===== src/rtl/scp_pkg.sv =====
`default_nettype none
package scp_pkg;
	localparam int CLK_HZ = 25000000;
	localparam int BAUD_BPS = 9600;
	// One bit time in clocks, rounded down, loaded as count minus one
	localparam logic [11:0] BIT_CYC = 12'(CLK_HZ / BAUD_BPS);
	localparam logic [11:0] HALF_CYC = 12'(CLK_HZ / BAUD_BPS / 2);
	localparam int DATA_BITS = 8;
	localparam logic [2:0] LAST_BIT = 3'(DATA_BITS - 1);
	localparam int FIFO_WIDTH = 8;
	localparam int FIFO_DEPTH = 8;

	localparam logic [7:0] CH_CR = 8'h0D;
	localparam logic [7:0] CH_LF = 8'h0A;
	localparam logic [7:0] CH_MINUS = 8'h2D;
	localparam logic [7:0] CH_PLUS = 8'h2B;
	localparam logic [7:0] CH_DOT = 8'h2E;
	localparam logic [7:0] CH_SPACE = 8'h20;
	localparam logic [7:0] CH_ZERO = 8'h30;
	localparam logic [7:0] CH_NINE = 8'h39;
	localparam logic [7:0] CH_UP_A = 8'h41;
	localparam logic [7:0] CH_UP_Z = 8'h5A;
	localparam logic [7:0] CH_LO_A = 8'h61;
	localparam logic [7:0] CH_LO_Z = 8'h7A;
	localparam logic [7:0] CASE_BIT = 8'h20;

	typedef enum logic [1:0] {
		SCP_TERM_CR = 2'h0,
		SCP_TERM_LF = 2'h1,
		SCP_TERM_CRLF = 2'h2
	} scp_term_e;

	typedef enum logic [1:0] {
		SCP_LN_IDLE = 2'h0,
		SCP_LN_START = 2'h1,
		SCP_LN_DATA = 2'h3,
		SCP_LN_STOP = 2'h2
	} scp_line_e;

	localparam int NUM_CMDS = 16;
	localparam logic [15:0] CMD_TABLE [NUM_CMDS] = '{
		16'h4355, 16'h544C, 16'h5741, 16'h414F, 16'h4146, 16'h5355, 16'h4F50, 16'h4C50,
		16'h434F, 16'h4346, 16'h4356, 16'h4C4F, 16'h4C46, 16'h4449, 16'h4654, 16'h4154
	};
	// Commands that also pick the output variable
	localparam logic [NUM_CMDS-1:0] SELECTS_OUTPUT = 16'hC4E7;
	localparam logic [15:0] DATA_FETCH_CMD = 16'h4449;
	localparam logic [15:0] STATUS_QUERY_CMD = 16'h5355;
	localparam logic [15:0] NOT_RECOGNIZED_REPLY = 16'h4E52;
	localparam logic [15:0] OUT_SEL_RESET = 16'h0000;
endpackage : scp_pkg
`default_nettype wire


===== src/rtl/scp_fifo.sv =====
`timescale 1ns/10ps
`default_nettype none
module scp_fifo #(
	parameter int WIDTH = 8,
	parameter int DEPTH = 8
) (
	input wire logic clock_i,
	input wire logic rstn_i,
	input wire logic in_valid_i,
	output logic in_ready_o,
	input wire logic [WIDTH-1:0] in_data_i,
	output logic out_valid_o,
	input wire logic out_ready_i,
	output logic [WIDTH-1:0] out_data_o
);
	localparam int AW = $clog2(DEPTH);
	logic [WIDTH-1:0] mem [DEPTH];
	logic [AW-1:0] wr_ptr, rd_ptr, next_wr_ptr, next_rd_ptr;
	logic [AW:0] count, next_count;
	logic push, pop;

	assign in_ready_o = (count != (AW+1)'(DEPTH));
	assign out_valid_o = (count != '0);
	assign out_data_o = mem[rd_ptr];
	assign push = in_valid_i && in_ready_o;
	assign pop = out_valid_o && out_ready_i;

	always_comb
	begin
		next_wr_ptr = push ? AW'((wr_ptr + 1'b1) % DEPTH) : wr_ptr;
		next_rd_ptr = pop ? AW'((rd_ptr + 1'b1) % DEPTH) : rd_ptr;
		next_count = count + (AW+1)'(push) - (AW+1)'(pop);
	end

	always_ff @(posedge clock_i or negedge rstn_i)
	begin
		if (!rstn_i)
		begin
			wr_ptr <= '0;
			rd_ptr <= '0;
			count <= '0;
		end
		else
		begin
			wr_ptr <= next_wr_ptr;
			rd_ptr <= next_rd_ptr;
			count <= next_count;
		end
	end

	// Storage needs no reset; reads are gated by count
	always_ff @(posedge clock_i)
	begin
		if (push)
			mem[wr_ptr] <= in_data_i;
	end
endmodule : scp_fifo
`default_nettype wire


===== src/rtl/scp_serial_command_port.sv =====
// Functional notes
// - Fixed 9600 bps, 8N1, no flow control
// - Two letters, case folded to one command
// - Valid command echoes its two letters back
// - Unknown command replies NR instead
// - Data fetch command answers data, no echo
// - Terminator is CR, LF or CR LF
// - Echo only on serial, never data fetch
// - SELECTS_OUTPUT commands select output, bare or with a number
// - Status query gives no echo either
// - Output selection holds until changed
`timescale 1ns/10ps
`default_nettype none
module scp_serial_command_port (
	input wire logic clock_i,
	input wire logic rstn_i,
	input wire logic ttl_serial_in_i,
	input wire logic line_level_serial_in_i,
	output logic ttl_serial_out_o,
	output logic line_level_serial_out_o,
	input wire logic [1:0] term_sel_i,
	output logic cmd_valid_o,
	output logic [15:0] cmd_code_o,
	output logic cmd_has_data_o,
	output logic cmd_neg_o,
	output logic [31:0] cmd_data_o,
	output logic [15:0] out_sel_o,
	output logic fetch_req_o,
	input wire logic reply_valid_i,
	input wire logic [7:0] reply_data_i,
	output logic reply_ready_o,
	output logic overrun_o
);
	// Both line levels are wired onto one receiver; an unused one idles high
	logic serial_in;
	assign serial_in = ttl_serial_in_i & line_level_serial_in_i;

	// Receiver
	scp_pkg::scp_line_e rx_st, next_rx_st;
	logic [11:0] rx_cnt, next_rx_cnt;
	logic [2:0] rx_bit, next_rx_bit;
	logic [7:0] rx_sh, next_rx_sh;
	logic rx_push, next_rx_push;
	logic fifo_in_ready, fifo_out_valid, fifo_out_ready;
	logic [7:0] fifo_byte;

	always_comb
	begin
		next_rx_st = rx_st;
		next_rx_cnt = rx_cnt - 12'h001;
		next_rx_bit = rx_bit;
		next_rx_sh = rx_sh;
		next_rx_push = 1'b0;
		unique case (rx_st)
			scp_pkg::SCP_LN_IDLE:
			begin
				next_rx_cnt = scp_pkg::HALF_CYC;
				if (!serial_in)
					next_rx_st = scp_pkg::SCP_LN_START;
			end
			scp_pkg::SCP_LN_START:
				if (rx_cnt == 12'h000)
				begin
					next_rx_cnt = scp_pkg::BIT_CYC - 12'h001;
					next_rx_bit = 3'h0;
					next_rx_st = serial_in ? scp_pkg::SCP_LN_IDLE : scp_pkg::SCP_LN_DATA;
				end
			scp_pkg::SCP_LN_DATA:
				if (rx_cnt == 12'h000)
				begin
					next_rx_cnt = scp_pkg::BIT_CYC - 12'h001;
					next_rx_sh = {serial_in, rx_sh[7:1]};
					next_rx_bit = rx_bit + 3'h1;
					if (rx_bit == scp_pkg::LAST_BIT)
						next_rx_st = scp_pkg::SCP_LN_STOP;
				end
			scp_pkg::SCP_LN_STOP:
				if (rx_cnt == 12'h000)
				begin
					// A broken stop bit drops the frame
					next_rx_push = serial_in;
					next_rx_st = scp_pkg::SCP_LN_IDLE;
				end
		endcase
	end

	always_ff @(posedge clock_i or negedge rstn_i)
	begin
		if (!rstn_i)
		begin
			rx_st <= scp_pkg::SCP_LN_IDLE;
			{rx_cnt, rx_bit, rx_sh, rx_push, overrun_o} <= '0;
		end
		else
		begin
			rx_st <= next_rx_st;
			{rx_cnt, rx_bit, rx_sh, rx_push} <= {next_rx_cnt, next_rx_bit, next_rx_sh, next_rx_push};
			// No flow control exists, so a full buffer loses the byte
			overrun_o <= rx_push && !fifo_in_ready;
		end
	end

	scp_fifo #(
		.WIDTH(scp_pkg::FIFO_WIDTH),
		.DEPTH(scp_pkg::FIFO_DEPTH)
	) u_rx_fifo (
		.clock_i(clock_i),
		.rstn_i(rstn_i),
		.in_valid_i(rx_push),
		.in_ready_o(fifo_in_ready),
		.in_data_i(rx_sh),
		.out_valid_o(fifo_out_valid),
		.out_ready_i(fifo_out_ready),
		.out_data_o(fifo_byte)
	);

	// Command parser
	logic [1:0] nchar, next_nchar;
	logic [7:0] c0, c1, next_c0, next_c1;
	logic has_data, next_has_data, neg, next_neg, bad, next_bad, cr_seen, next_cr_seen;
	logic [31:0] val, next_val;
	logic echo_pend, next_echo_pend;
	logic [15:0] echo_code, next_echo_code;
	logic [1:0] echo_step, next_echo_step;
	logic next_cmd_valid, next_cmd_has_data, next_cmd_neg, next_fetch_req;
	logic [15:0] next_cmd_code, next_out_sel;
	logic [31:0] next_cmd_data;
	logic pop, is_term, found, sel_hit, tx_load, echo_last;
	logic [7:0] up;
	logic [15:0] code;

	// Parsing halts while an echo is owed, so the buffer fills behind it
	assign fifo_out_ready = !echo_pend;
	assign pop = fifo_out_valid && fifo_out_ready;

	always_comb
	begin
		up = fifo_byte;
		if (fifo_byte >= scp_pkg::CH_LO_A && fifo_byte <= scp_pkg::CH_LO_Z)
			up = fifo_byte & ~scp_pkg::CASE_BIT;
		code = {c0, c1};
		found = 1'b0;
		sel_hit = 1'b0;
		for (int i = 0; i < scp_pkg::NUM_CMDS; i++)
		begin
			if (code == scp_pkg::CMD_TABLE[i])
			begin
				found = 1'b1;
				sel_hit = scp_pkg::SELECTS_OUTPUT[i];
			end
		end
		found = found && (nchar == 2'h2) && !bad;
		unique case (term_sel_i)
			2'(scp_pkg::SCP_TERM_CR): is_term = (fifo_byte == scp_pkg::CH_CR);
			2'(scp_pkg::SCP_TERM_LF): is_term = (fifo_byte == scp_pkg::CH_LF);
			default: is_term = (fifo_byte == scp_pkg::CH_LF) && cr_seen;
		endcase
		next_nchar = nchar;
		next_c0 = c0;
		next_c1 = c1;
		next_has_data = has_data;
		next_neg = neg;
		next_bad = bad;
		next_val = val;
		next_cr_seen = pop ? (fifo_byte == scp_pkg::CH_CR) : cr_seen;
		next_echo_pend = echo_pend;
		next_echo_code = echo_code;
		next_cmd_valid = 1'b0;
		next_fetch_req = 1'b0;
		next_cmd_code = cmd_code_o;
		next_cmd_has_data = cmd_has_data_o;
		next_cmd_neg = cmd_neg_o;
		next_cmd_data = cmd_data_o;
		next_out_sel = out_sel_o;
		if (pop && is_term)
		begin
			if (nchar != 2'h0)
			begin
				next_cmd_valid = found;
				if (found)
				begin
					next_cmd_code = code;
					next_cmd_has_data = has_data;
					next_cmd_neg = neg;
					next_cmd_data = val;
					next_fetch_req = (code == scp_pkg::DATA_FETCH_CMD);
				end
				if (found && sel_hit)
					next_out_sel = code;
				next_echo_code = found ? code : scp_pkg::NOT_RECOGNIZED_REPLY;
				next_echo_pend = !(found && (code == scp_pkg::DATA_FETCH_CMD
					|| code == scp_pkg::STATUS_QUERY_CMD));
			end
			next_nchar = 2'h0;
			next_has_data = 1'b0;
			next_neg = 1'b0;
			next_bad = 1'b0;
			next_val = 32'h00000000;
		end
		else if (pop && fifo_byte != scp_pkg::CH_CR && fifo_byte != scp_pkg::CH_LF)
		begin
			if (nchar != 2'h2)
			begin
				if (up < scp_pkg::CH_UP_A || up > scp_pkg::CH_UP_Z)
					next_bad = 1'b1;
				if (nchar == 2'h0)
					next_c0 = up;
				else
					next_c1 = up;
				next_nchar = nchar + 2'h1;
			end
			else if (fifo_byte >= scp_pkg::CH_ZERO && fifo_byte <= scp_pkg::CH_NINE)
			begin
				// Decimal point is dropped; the field format fixes its place
				next_val = 32'(val * 32'd10) + 32'(fifo_byte - scp_pkg::CH_ZERO);
				next_has_data = 1'b1;
			end
			else if (fifo_byte == scp_pkg::CH_MINUS && !has_data)
				next_neg = 1'b1;
			else if (fifo_byte != scp_pkg::CH_DOT && fifo_byte != scp_pkg::CH_PLUS
				&& fifo_byte != scp_pkg::CH_SPACE)
				next_bad = 1'b1;
		end
		if (echo_pend && tx_load && echo_last)
			next_echo_pend = 1'b0;
	end

	// Transmitter and echo sequencer
	scp_pkg::scp_line_e tx_st, next_tx_st;
	logic [11:0] tx_cnt, next_tx_cnt;
	logic [2:0] tx_bit, next_tx_bit;
	logic [7:0] tx_sh, next_tx_sh, tx_byte;
	logic tx_line, next_tx_line;

	always_comb
	begin
		echo_last = (echo_step == 2'h3)
			|| (echo_step == 2'h2 && term_sel_i != 2'(scp_pkg::SCP_TERM_CRLF));
		unique case (echo_step)
			2'h0: tx_byte = echo_code[15:8];
			2'h1: tx_byte = echo_code[7:0];
			2'h2: tx_byte = (term_sel_i == 2'(scp_pkg::SCP_TERM_LF)) ? scp_pkg::CH_LF
				: scp_pkg::CH_CR;
			default: tx_byte = scp_pkg::CH_LF;
		endcase
		if (!echo_pend)
			tx_byte = reply_data_i;
		// Echo wins the line over fetched data
		reply_ready_o = (tx_st == scp_pkg::SCP_LN_IDLE) && !echo_pend;
		tx_load = (tx_st == scp_pkg::SCP_LN_IDLE) && (echo_pend || reply_valid_i);
		next_echo_step = echo_step;
		if (tx_load && echo_pend)
			next_echo_step = echo_last ? 2'h0 : echo_step + 2'h1;
		next_tx_st = tx_st;
		next_tx_cnt = tx_cnt - 12'h001;
		next_tx_bit = tx_bit;
		next_tx_sh = tx_sh;
		next_tx_line = tx_line;
		unique case (tx_st)
			scp_pkg::SCP_LN_IDLE:
				if (tx_load)
				begin
					next_tx_sh = tx_byte;
					next_tx_line = 1'b0;
					next_tx_cnt = scp_pkg::BIT_CYC - 12'h001;
					next_tx_st = scp_pkg::SCP_LN_START;
				end
			scp_pkg::SCP_LN_START:
				if (tx_cnt == 12'h000)
				begin
					next_tx_line = tx_sh[0];
					next_tx_bit = 3'h0;
					next_tx_cnt = scp_pkg::BIT_CYC - 12'h001;
					next_tx_st = scp_pkg::SCP_LN_DATA;
				end
			scp_pkg::SCP_LN_DATA:
				if (tx_cnt == 12'h000)
				begin
					next_tx_cnt = scp_pkg::BIT_CYC - 12'h001;
					next_tx_bit = tx_bit + 3'h1;
					next_tx_sh = {1'b0, tx_sh[7:1]};
					next_tx_line = tx_sh[1];
					if (tx_bit == scp_pkg::LAST_BIT)
					begin
						next_tx_line = 1'b1;
						next_tx_st = scp_pkg::SCP_LN_STOP;
					end
				end
			scp_pkg::SCP_LN_STOP:
				if (tx_cnt == 12'h000)
					next_tx_st = scp_pkg::SCP_LN_IDLE;
		endcase
	end

	assign ttl_serial_out_o = tx_line;
	assign line_level_serial_out_o = tx_line;

	always_ff @(posedge clock_i or negedge rstn_i)
	begin
		if (!rstn_i)
		begin
			{nchar, c0, c1, has_data, neg, bad, cr_seen, val} <= '0;
			{echo_pend, echo_code, echo_step} <= '0;
			{cmd_valid_o, cmd_code_o, cmd_has_data_o, cmd_neg_o, cmd_data_o} <= '0;
			out_sel_o <= scp_pkg::OUT_SEL_RESET;
			fetch_req_o <= 1'b0;
			tx_st <= scp_pkg::SCP_LN_IDLE;
			{tx_cnt, tx_bit, tx_sh} <= '0;
			tx_line <= 1'b1;
		end
		else
		begin
			{nchar, c0, c1, has_data, neg, bad, cr_seen, val} <= {next_nchar, next_c0,
				next_c1, next_has_data, next_neg, next_bad, next_cr_seen, next_val};
			{echo_pend, echo_code, echo_step} <= {next_echo_pend, next_echo_code,
				next_echo_step};
			{cmd_valid_o, cmd_code_o, cmd_has_data_o, cmd_neg_o, cmd_data_o} <= {next_cmd_valid,
				next_cmd_code, next_cmd_has_data, next_cmd_neg, next_cmd_data};
			out_sel_o <= next_out_sel;
			fetch_req_o <= next_fetch_req;
			tx_st <= next_tx_st;
			{tx_cnt, tx_bit, tx_sh, tx_line} <= {next_tx_cnt, next_tx_bit, next_tx_sh, next_tx_line};
		end
	end
endmodule : scp_serial_command_port
`default_nettype wire


===== config.mk =====
export PLATFORM = sky130hd
export DESIGN_NAME = scp_serial_command_port
export DESIGN_NICKNAME = d
export VERILOG_FILES = /design/src/rtl/scp_pkg.sv /design/src/rtl/scp_fifo.sv /design/src/rtl/scp_serial_command_port.sv
export SDC_FILE = /design/constraint.sdc
export NUM_CORES = 1
export LEC_CHECK = 0
export ABC_AREA = 1
export BUFFER_PORTS_ARGS = -buffer_cell sky130_fd_sc_hd__buf_4
export CAP_MARGIN = 30
export CELL_PAD_IN_SITES_DETAIL_PLACEMENT = 0
export CELL_PAD_IN_SITES_GLOBAL_PLACEMENT = 2
export CORE_UTILIZATION = 38
export DETAILED_ROUTE_END_ITERATION = 12
export PLACE_DENSITY = 0.92
export SETUP_SLACK_MARGIN = 0.2
export SYNTH_ARGS = -nofsm -noshare
export SYNTH_HDL_FRONTEND = slang
export SYNTH_SLANG_ARGS = --single-unit

===== constraint.sdc =====
create_clock -name clock_i -period 4.6 [get_ports clock_i]
set_input_delay 0.69 -clock clock_i [delete_from_list [all_inputs] [get_ports clock_i]]
set_output_delay 0.69 -clock clock_i [all_outputs]
set_load 0.005 [all_outputs]

**After elaboration in Yosys (flattened, before gate mapping)**

Memory sizes are Yosys's and may differ from the RTL's.
Cells that the tools add are included.

- Memories: 1
- Word-level logic and storage cells: 282
- Bits in writable memories: 64
- Input port bits: 15
- Register bits after elaboration: 204
- Output and inout bits: 72

- Eq/ne operators: 55
- Multipliers: 1
- Reduce and logical (&&, ||, !) cells: 69
- Add/sub/neg operators: 12
- Muxes and demuxes: 103
- Magnitude comparators: 6
- Bitwise logic cells: 3

Memory list:

| name | depth | width | rd ports | clocked after memory_dff | wr ports | RTL line | text |
|---|---|---|---|---|---|---|---|
| u_rx_fifo.mem | 8 | 8 | 1 | 0 | 1 | scp_fifo.sv:17 | `logic [WIDTH-1:0] mem [DEPTH];` |

Operator list:

| operator | number |
|---|---|
| == test 16 x 15 -> 1 bit (second input constant) | 16 |
| 2-to-1 mux 32 bit | 4 |
| 2-to-1 mux 1 bit | 61 |
| case mux 12 bit (2 select lines) | 2 |
| 2-to-1 mux 12 bit | 3 |
| adder 32 bit | 1 |
| multiplier 32 x 3 -> 31 bit (second input constant) | 1 |
| 2-to-1 mux 2 bit | 15 |
| inequality test 2 bit (second input constant) | 14 |
| logical NOT 12 bit | 2 |
| 2-to-1 mux 8 bit | 3 |
| inequality test 8 x 6 -> 1 bit (second input constant) | 3 |
| case mux 8 bit (3 select lines) | 1 |
| subtractor 12 x 1 -> 12 bit (second input constant) | 2 |
| logical AND 1 bit | 21 |
| nonzero test 2 bit | 10 |
| AND reduction 3 bit | 6 |
| == test 8 x 4 -> 1 bit (second input constant) | 2 |
| 2-to-1 mux 16 bit | 1 |
| inequality test 8 x 4 -> 1 bit (second input constant) | 2 |
| case mux 2 bit (4 select lines) | 2 |
| case mux 8 bit (2 select lines) | 1 |
| AND reduction 4 bit | 4 |
| 2-to-1 mux 3 bit | 5 |
| other kinds (32) | 67 |

**Longest topological paths before layout**

- Depth after elaboration: 24
- Gate-level depth with buffers: 27
- Gate-level depth less buffers: 27

**Hierarchy**

A second synthesis with hierarchy kept.

- Cells, all modules: 2072
- Area total of the unflattened synthesis: 16249.3 um^2

Modules (own cells, without submodules):

| module | area each (um^2) | cells an instance | instances |
|---|---|---|---|
| scp_serial_command_port | 12784.8 | 1729 | 1 |
| scp_fifo | 3464.6 | 343 | 1 |

**Least setup slack after synthesis**

No wires, ideal clock.

- Kind: reg2reg
- Start point: register u_rx_fifo.rd_ptr[0]
- End point: register val[17]
- Buffers on the path: 2
- Library setup time: 0.130 ns
- Arrival: 3.993 ns
- Setup slack: 0.476 ns
- Stages on the path, launching flop included: 23
- Required time: 4.470 ns
- Path through: dfrtp_1 > buf_6 > buf_4 > nor2_1 > nor2_1 > o21ai_0 > o21ai_0 > nand2_1 > o21ai_1 > ha_1 > nor2_1 > ha_1 > a21oi_1 > o21ai_0 > a21oi_1 > o21ai_0 > nand2_1 > nand2_1 > nand2_1 > nand2_1 > or2_2 > nand3_1 > o21ai_0

- Longest elaborated chain between the ends: 7

Ends and longest elaborated chain:

| what | RTL line | text |
|---|---|---|
| from (decl) | scp_fifo.sv:18 | `logic [AW-1:0] wr_ptr, rd_ptr, next_wr_ptr, next_rd_ptr;` |
| from (signal assigned) | scp_fifo.sv:46 | `rd_ptr <= next_rd_ptr;` |
| memory (8 x 8 bit) * | - |  |
| subtractor 8 x 6 -> 9 bit / == test 8 x 4 -> 1 bit (equally long branches) | scp_serial_command_port.sv:215, scp_serial_command_port.sv:155, scp_serial_command_port.sv:156 |  |
| adder 32 bit / logical AND 1 bit (equally long branches) | scp_serial_command_port.sv:215, scp_serial_command_port.sv:156 |  |
| 2-to-1 mux 32 bit / case mux 1 bit (2 select lines) (equally long branches) | scp_serial_command_port.sv:212, scp_serial_command_port.sv:153 |  |
| 2-to-1 mux 32 bit / logical AND 1 bit (equally long branches) | scp_serial_command_port.sv:202, scp_serial_command_port.sv:175 |  |
| 2-to-1 mux 32 bit (tied with other cells) | scp_serial_command_port.sv:200 | `else if (pop && fifo_byte != scp_pkg::CH_CR && fifo_byte != scp_pkg::CH_LF)` |
| 2-to-1 mux 32 bit / AND reduction 3 bit (equally long branches) | - |  |
| to (signal assigned) | scp_serial_command_port.sv:313 | `{nchar, c0, c1, has_data, neg, bad, cr_seen, val} <= {next_nchar, next_c0,` |
| to (decl) | scp_serial_command_port.sv:121 | `logic [31:0] val, next_val;` |

Every way passes the cells marked *; elsewhere a longest branch is shown, timed or not. The select of a mux whose other input is x is not followed.
A chain may end at the register's enable or synchronous reset.

**Worst setup path in the final report**

- Start point: register val[3]
- End point: register val[24]

- Longest elaborated chain between the ends: 6

Ends and longest elaborated chain:

| what | RTL line | text |
|---|---|---|
| multiplier 32 x 3 -> 31 bit | scp_serial_command_port.sv:215 | `next_val = 32'(val * 32'd10) + 32'(fifo_byte - scp_pkg::CH_ZERO);` |
| adder 32 bit | scp_serial_command_port.sv:215 |  |
| 2-to-1 mux 32 bit | scp_serial_command_port.sv:212 | `else if (fifo_byte >= scp_pkg::CH_ZERO && fifo_byte <= scp_pkg::CH_NINE)` |
| 2-to-1 mux 32 bit | scp_serial_command_port.sv:202 | `if (nchar != 2'h2)` |
| 2-to-1 mux 32 bit | scp_serial_command_port.sv:200 |  |
| 2-to-1 mux 32 bit | scp_serial_command_port.sv:175 | `if (pop && is_term)` |

No other way between the ends. The select of a mux whose other input is x is not followed.

==> results by group <==
Floorplanning
  • Initial Utilization: 38.9%
  • Die ar.: 0.0419 mm²
  • Die Span Y: 205 µm
  • Core area: 0.0401 mm²
  • Die width: 205 µm
  • I/O Pins: 87
  • Row cnt: 73

Timing
  • Setup-failing EPs final: 0
  • Setup TNS: 0 ps
  • Count of final hold-check violations: 0
  • Peak Freq: 0.237 GHz
  • Unrepaired setup endpoints after global routing: yes
  • Hold WS: 104 ps
  • Max Slew Vio Count: 0
  • Slew at the pin closest to its max-slew limit: 993 ps
  • Fin crit share: 91.6%
  • Relative slew margins: 33.5%
  • Layout Skew: 45.3 ps
  • Minimum clock period: 4210 ps

Cells and area
  • Area growth syn-to-layout: 17.1%
  • Post-layout util: 45.6%
  • Diodes inserted: 0
  • Layout cell share with drive strength beyond 1: 13.2%
  • Nets@finish: 2152

Yosys
  • Top cells by area, synth: dfrtp_1 (33%), edfxtp_1 (12%), nand2_1 (11%), ha_1 (9.1%), inv_1 (6.1%)
  • Post-synth top cells: nand2_1 (453), inv_1 (252), dfrtp_1 (203)
  • Post-Syn Area: 0.0156 mm²
  • Register area share after synthesis: 45.1%
  • Top-count cell post-synth: nand2_1
  • YS warnings: 0
  • Top cell type's share of synthesized area: 32.6%
  • Avg Synthesized Cell Area: 8.28 µm²
  • Syn Nets: 2014
  • Async SR Flop Fraction: 76.1%
  • Number of enable flip-flop cells after synthesis: 64
  • Unique masters post-synth: 61
  • Most used DFF post-synth: dfrtp_1
  • Post-Syn Instances: 1883
  • Synth area leader: dfrtp_1
  • Yosys reg bits: 268

Power and ir drop
  • Combinational cell fraction of total power: 50.1%
  • Psw: 4.78 mW
  • Share of power burned in the clock network: 22.9%
  • Flop pwr share: 27.0%
  • Net Sw Frac: 43.2%
  • Total power: 11.1 mW
  • Worst VDD drop: 0.301 mV
  • Cell Pwr Density: 605 mW/mm²
  • Static Leak: 9.10 nW
  • Pint: 6.28 mW

Worst setup path
  • Critical Path RT: 5040 ps
  • Critical path type: reg -> reg
  • Endpoint type of the worst setup path: register
  • Critical Path Source Type: register
  • WP data arrival: 4650 ps
  • CP Max Fanout: 5

Clocking
  • Hold buffers post-CTS: 0
  • Clk_lat worst skew: 600 ps
  • CTS Sinks: 268
  • Deepest clock path buffer count: 3
  • CTS H-Tree Depth: 1
  • Clock-pin slew on the worst setup and hold paths: 60 ps
  • CTS Root Cell: clkbuf_16
  • TritonCTS Buffers: 30
  • CTS tree: yes

Placement
  • GP Congestion: 0.907
  • IO buf count: 86
  • HPWL after detailed placement: 30.0 mm

Global routing
  • Vias in the first global route: 12263
  • GRT overflow: 0
  • First-pass GRT wire length: 65.0 mm
  • Pin count of the biggest net entering global routing: 99
  • Initial antenna violation count: 0
  • GRT Total Usage: 19.4%

Routing
  • DR vias: 12749
  • WL/cell: 15.5 µm
  • Vias/cell: 4.96
  • Detail Route Antenna Nets: 0
  • Iter 0 DRT Violations: 715
  • WL final: 39.9 mm
  • DR pass1 iterations: 5
  • Drt drc: 0

Run
  • Max Cap Viol: 0

Status
  • Status: finished, final reports clean

Worst hold path
  • Worst hold path type: in -> async
==> worst paths after layout <==
path / from / endpoint / slack (ps) / depth (start not counted)
min in group clock_i: line_level_serial_in_i / rx_push / 390 / 3
worst max-delay path: val[3] / val[24] / 390 / 20
worst max register to register: val[3] / val[24] / 390 / 20
worst min register to register: rx_cnt[0] / rx_cnt[0] / 460 / 1
max in group asynchronous: rstn_i / cmd_data_o[31] / 3340 / 2
worst min-delay path: rstn_i / tx_sh[5] / 100 / 1
==> placed cells by master (no fill, tap or decap), types with 64 or more instances in the layout <==
| master | n |
|---|---|
| ha_1 | 110 |
| nand2_1 | 451 |
| nor2_1 | 148 |
| edfxtp_1 | 64 |
| buf_4 | 141 |
| a21oi_1 | 78 |
| dfrtp_1 | 203 |
| inv_1 | 252 |
| nand3_1 | 118 |
| o21ai_0 | 125 |
==> power groups by stage <==
stage          logic, mW  registers, mW  clock network [mW]
2_1_floorplan       3.91           2.92                   0
3_3_place_gp        5.42           3.03                   0
3_5_place_dp        5.41           3.04                   0
4_1_cts             5.45           2.99                2.59
5_1_grt             6.25           3.03                2.68
6_report            5.53           2.98                2.53
==> repair_timing <==
action                     CTS  global route
setup buffers                0             4
gates resized for setup      2            25
setup endpoints to repair    2            16
pin swaps                    0             7
==> sequential cells by signal, indices dropped and copies added (netlist names), 12 cells and up <==
register	count
cmd_code_o	16
cmd_data_o	32
rx_cnt	12
val	32
echo_code	16
tx_cnt	12
out_sel_o	16
u_rx_fifo.mem	64
==> per-layer routing <==
layer,up-vias,part of all wire (%),GRT usage [%]
met5,-,0,0
met4,0,2.2,4.90
met3,63,4.2,2.67
met2,237,44,30.4
met1,5967,49,28.0
li1,6482,-,-
==> layout make-up <==
type	instances	area [µm²]
timing repair buffer	144	1100
tap	525	657
clock inverter	16	221
sequential	268	7030
clock buffer	39	835
fill	3977	21800
inverter	256	963
multi-input combinational	1321	7470
==> logic make-up (layout without fill, tap and decap cells) <==
family | after synthesis | after routing | share of synthesized area (%)
simple gates | 817 | 817 | 22.4
compound gates | 325 | 325 | 11.7
buf+inv | 294 | 455 | 7.87
flops | 268 | 268 | 45.1
fa+ha+maj | 116 | 116 | 9.45
xor+xnor | 61 | 61 | 3.42
mux | 2 | 2 | 0.136
==> per-stage QoR <==
stage               setup slack, ps  instance area (µm²)  std cells
floorplan                       476                15600       1883
global placement                166                17100       2507
detailed placement             99.5                17100       2510
CTS                             213                18100       2565
global route                    131                18300       2569
finish                          388                18300       2569
==> worst max-delay path, stage by stage (launching register included) <==
cell and delay (ps):
dfrtp_1 400, ha_1 310, ha_2 340, nand2_1 80, nand2_1 70, a31oi_2 270, inv_1 100, nand3_1 100
nand3_2 140, a21o_1 230, a21o_1 190, xor2_1 160, ha_1 350, inv_1 110, o21bai_1 90, a31oi_1 290
o21a_1 170, nand3_1 180, or2_2 330, nand3_1 90, o21ai_0 80
No activity file was read; power rests on OpenSTA's default activity.
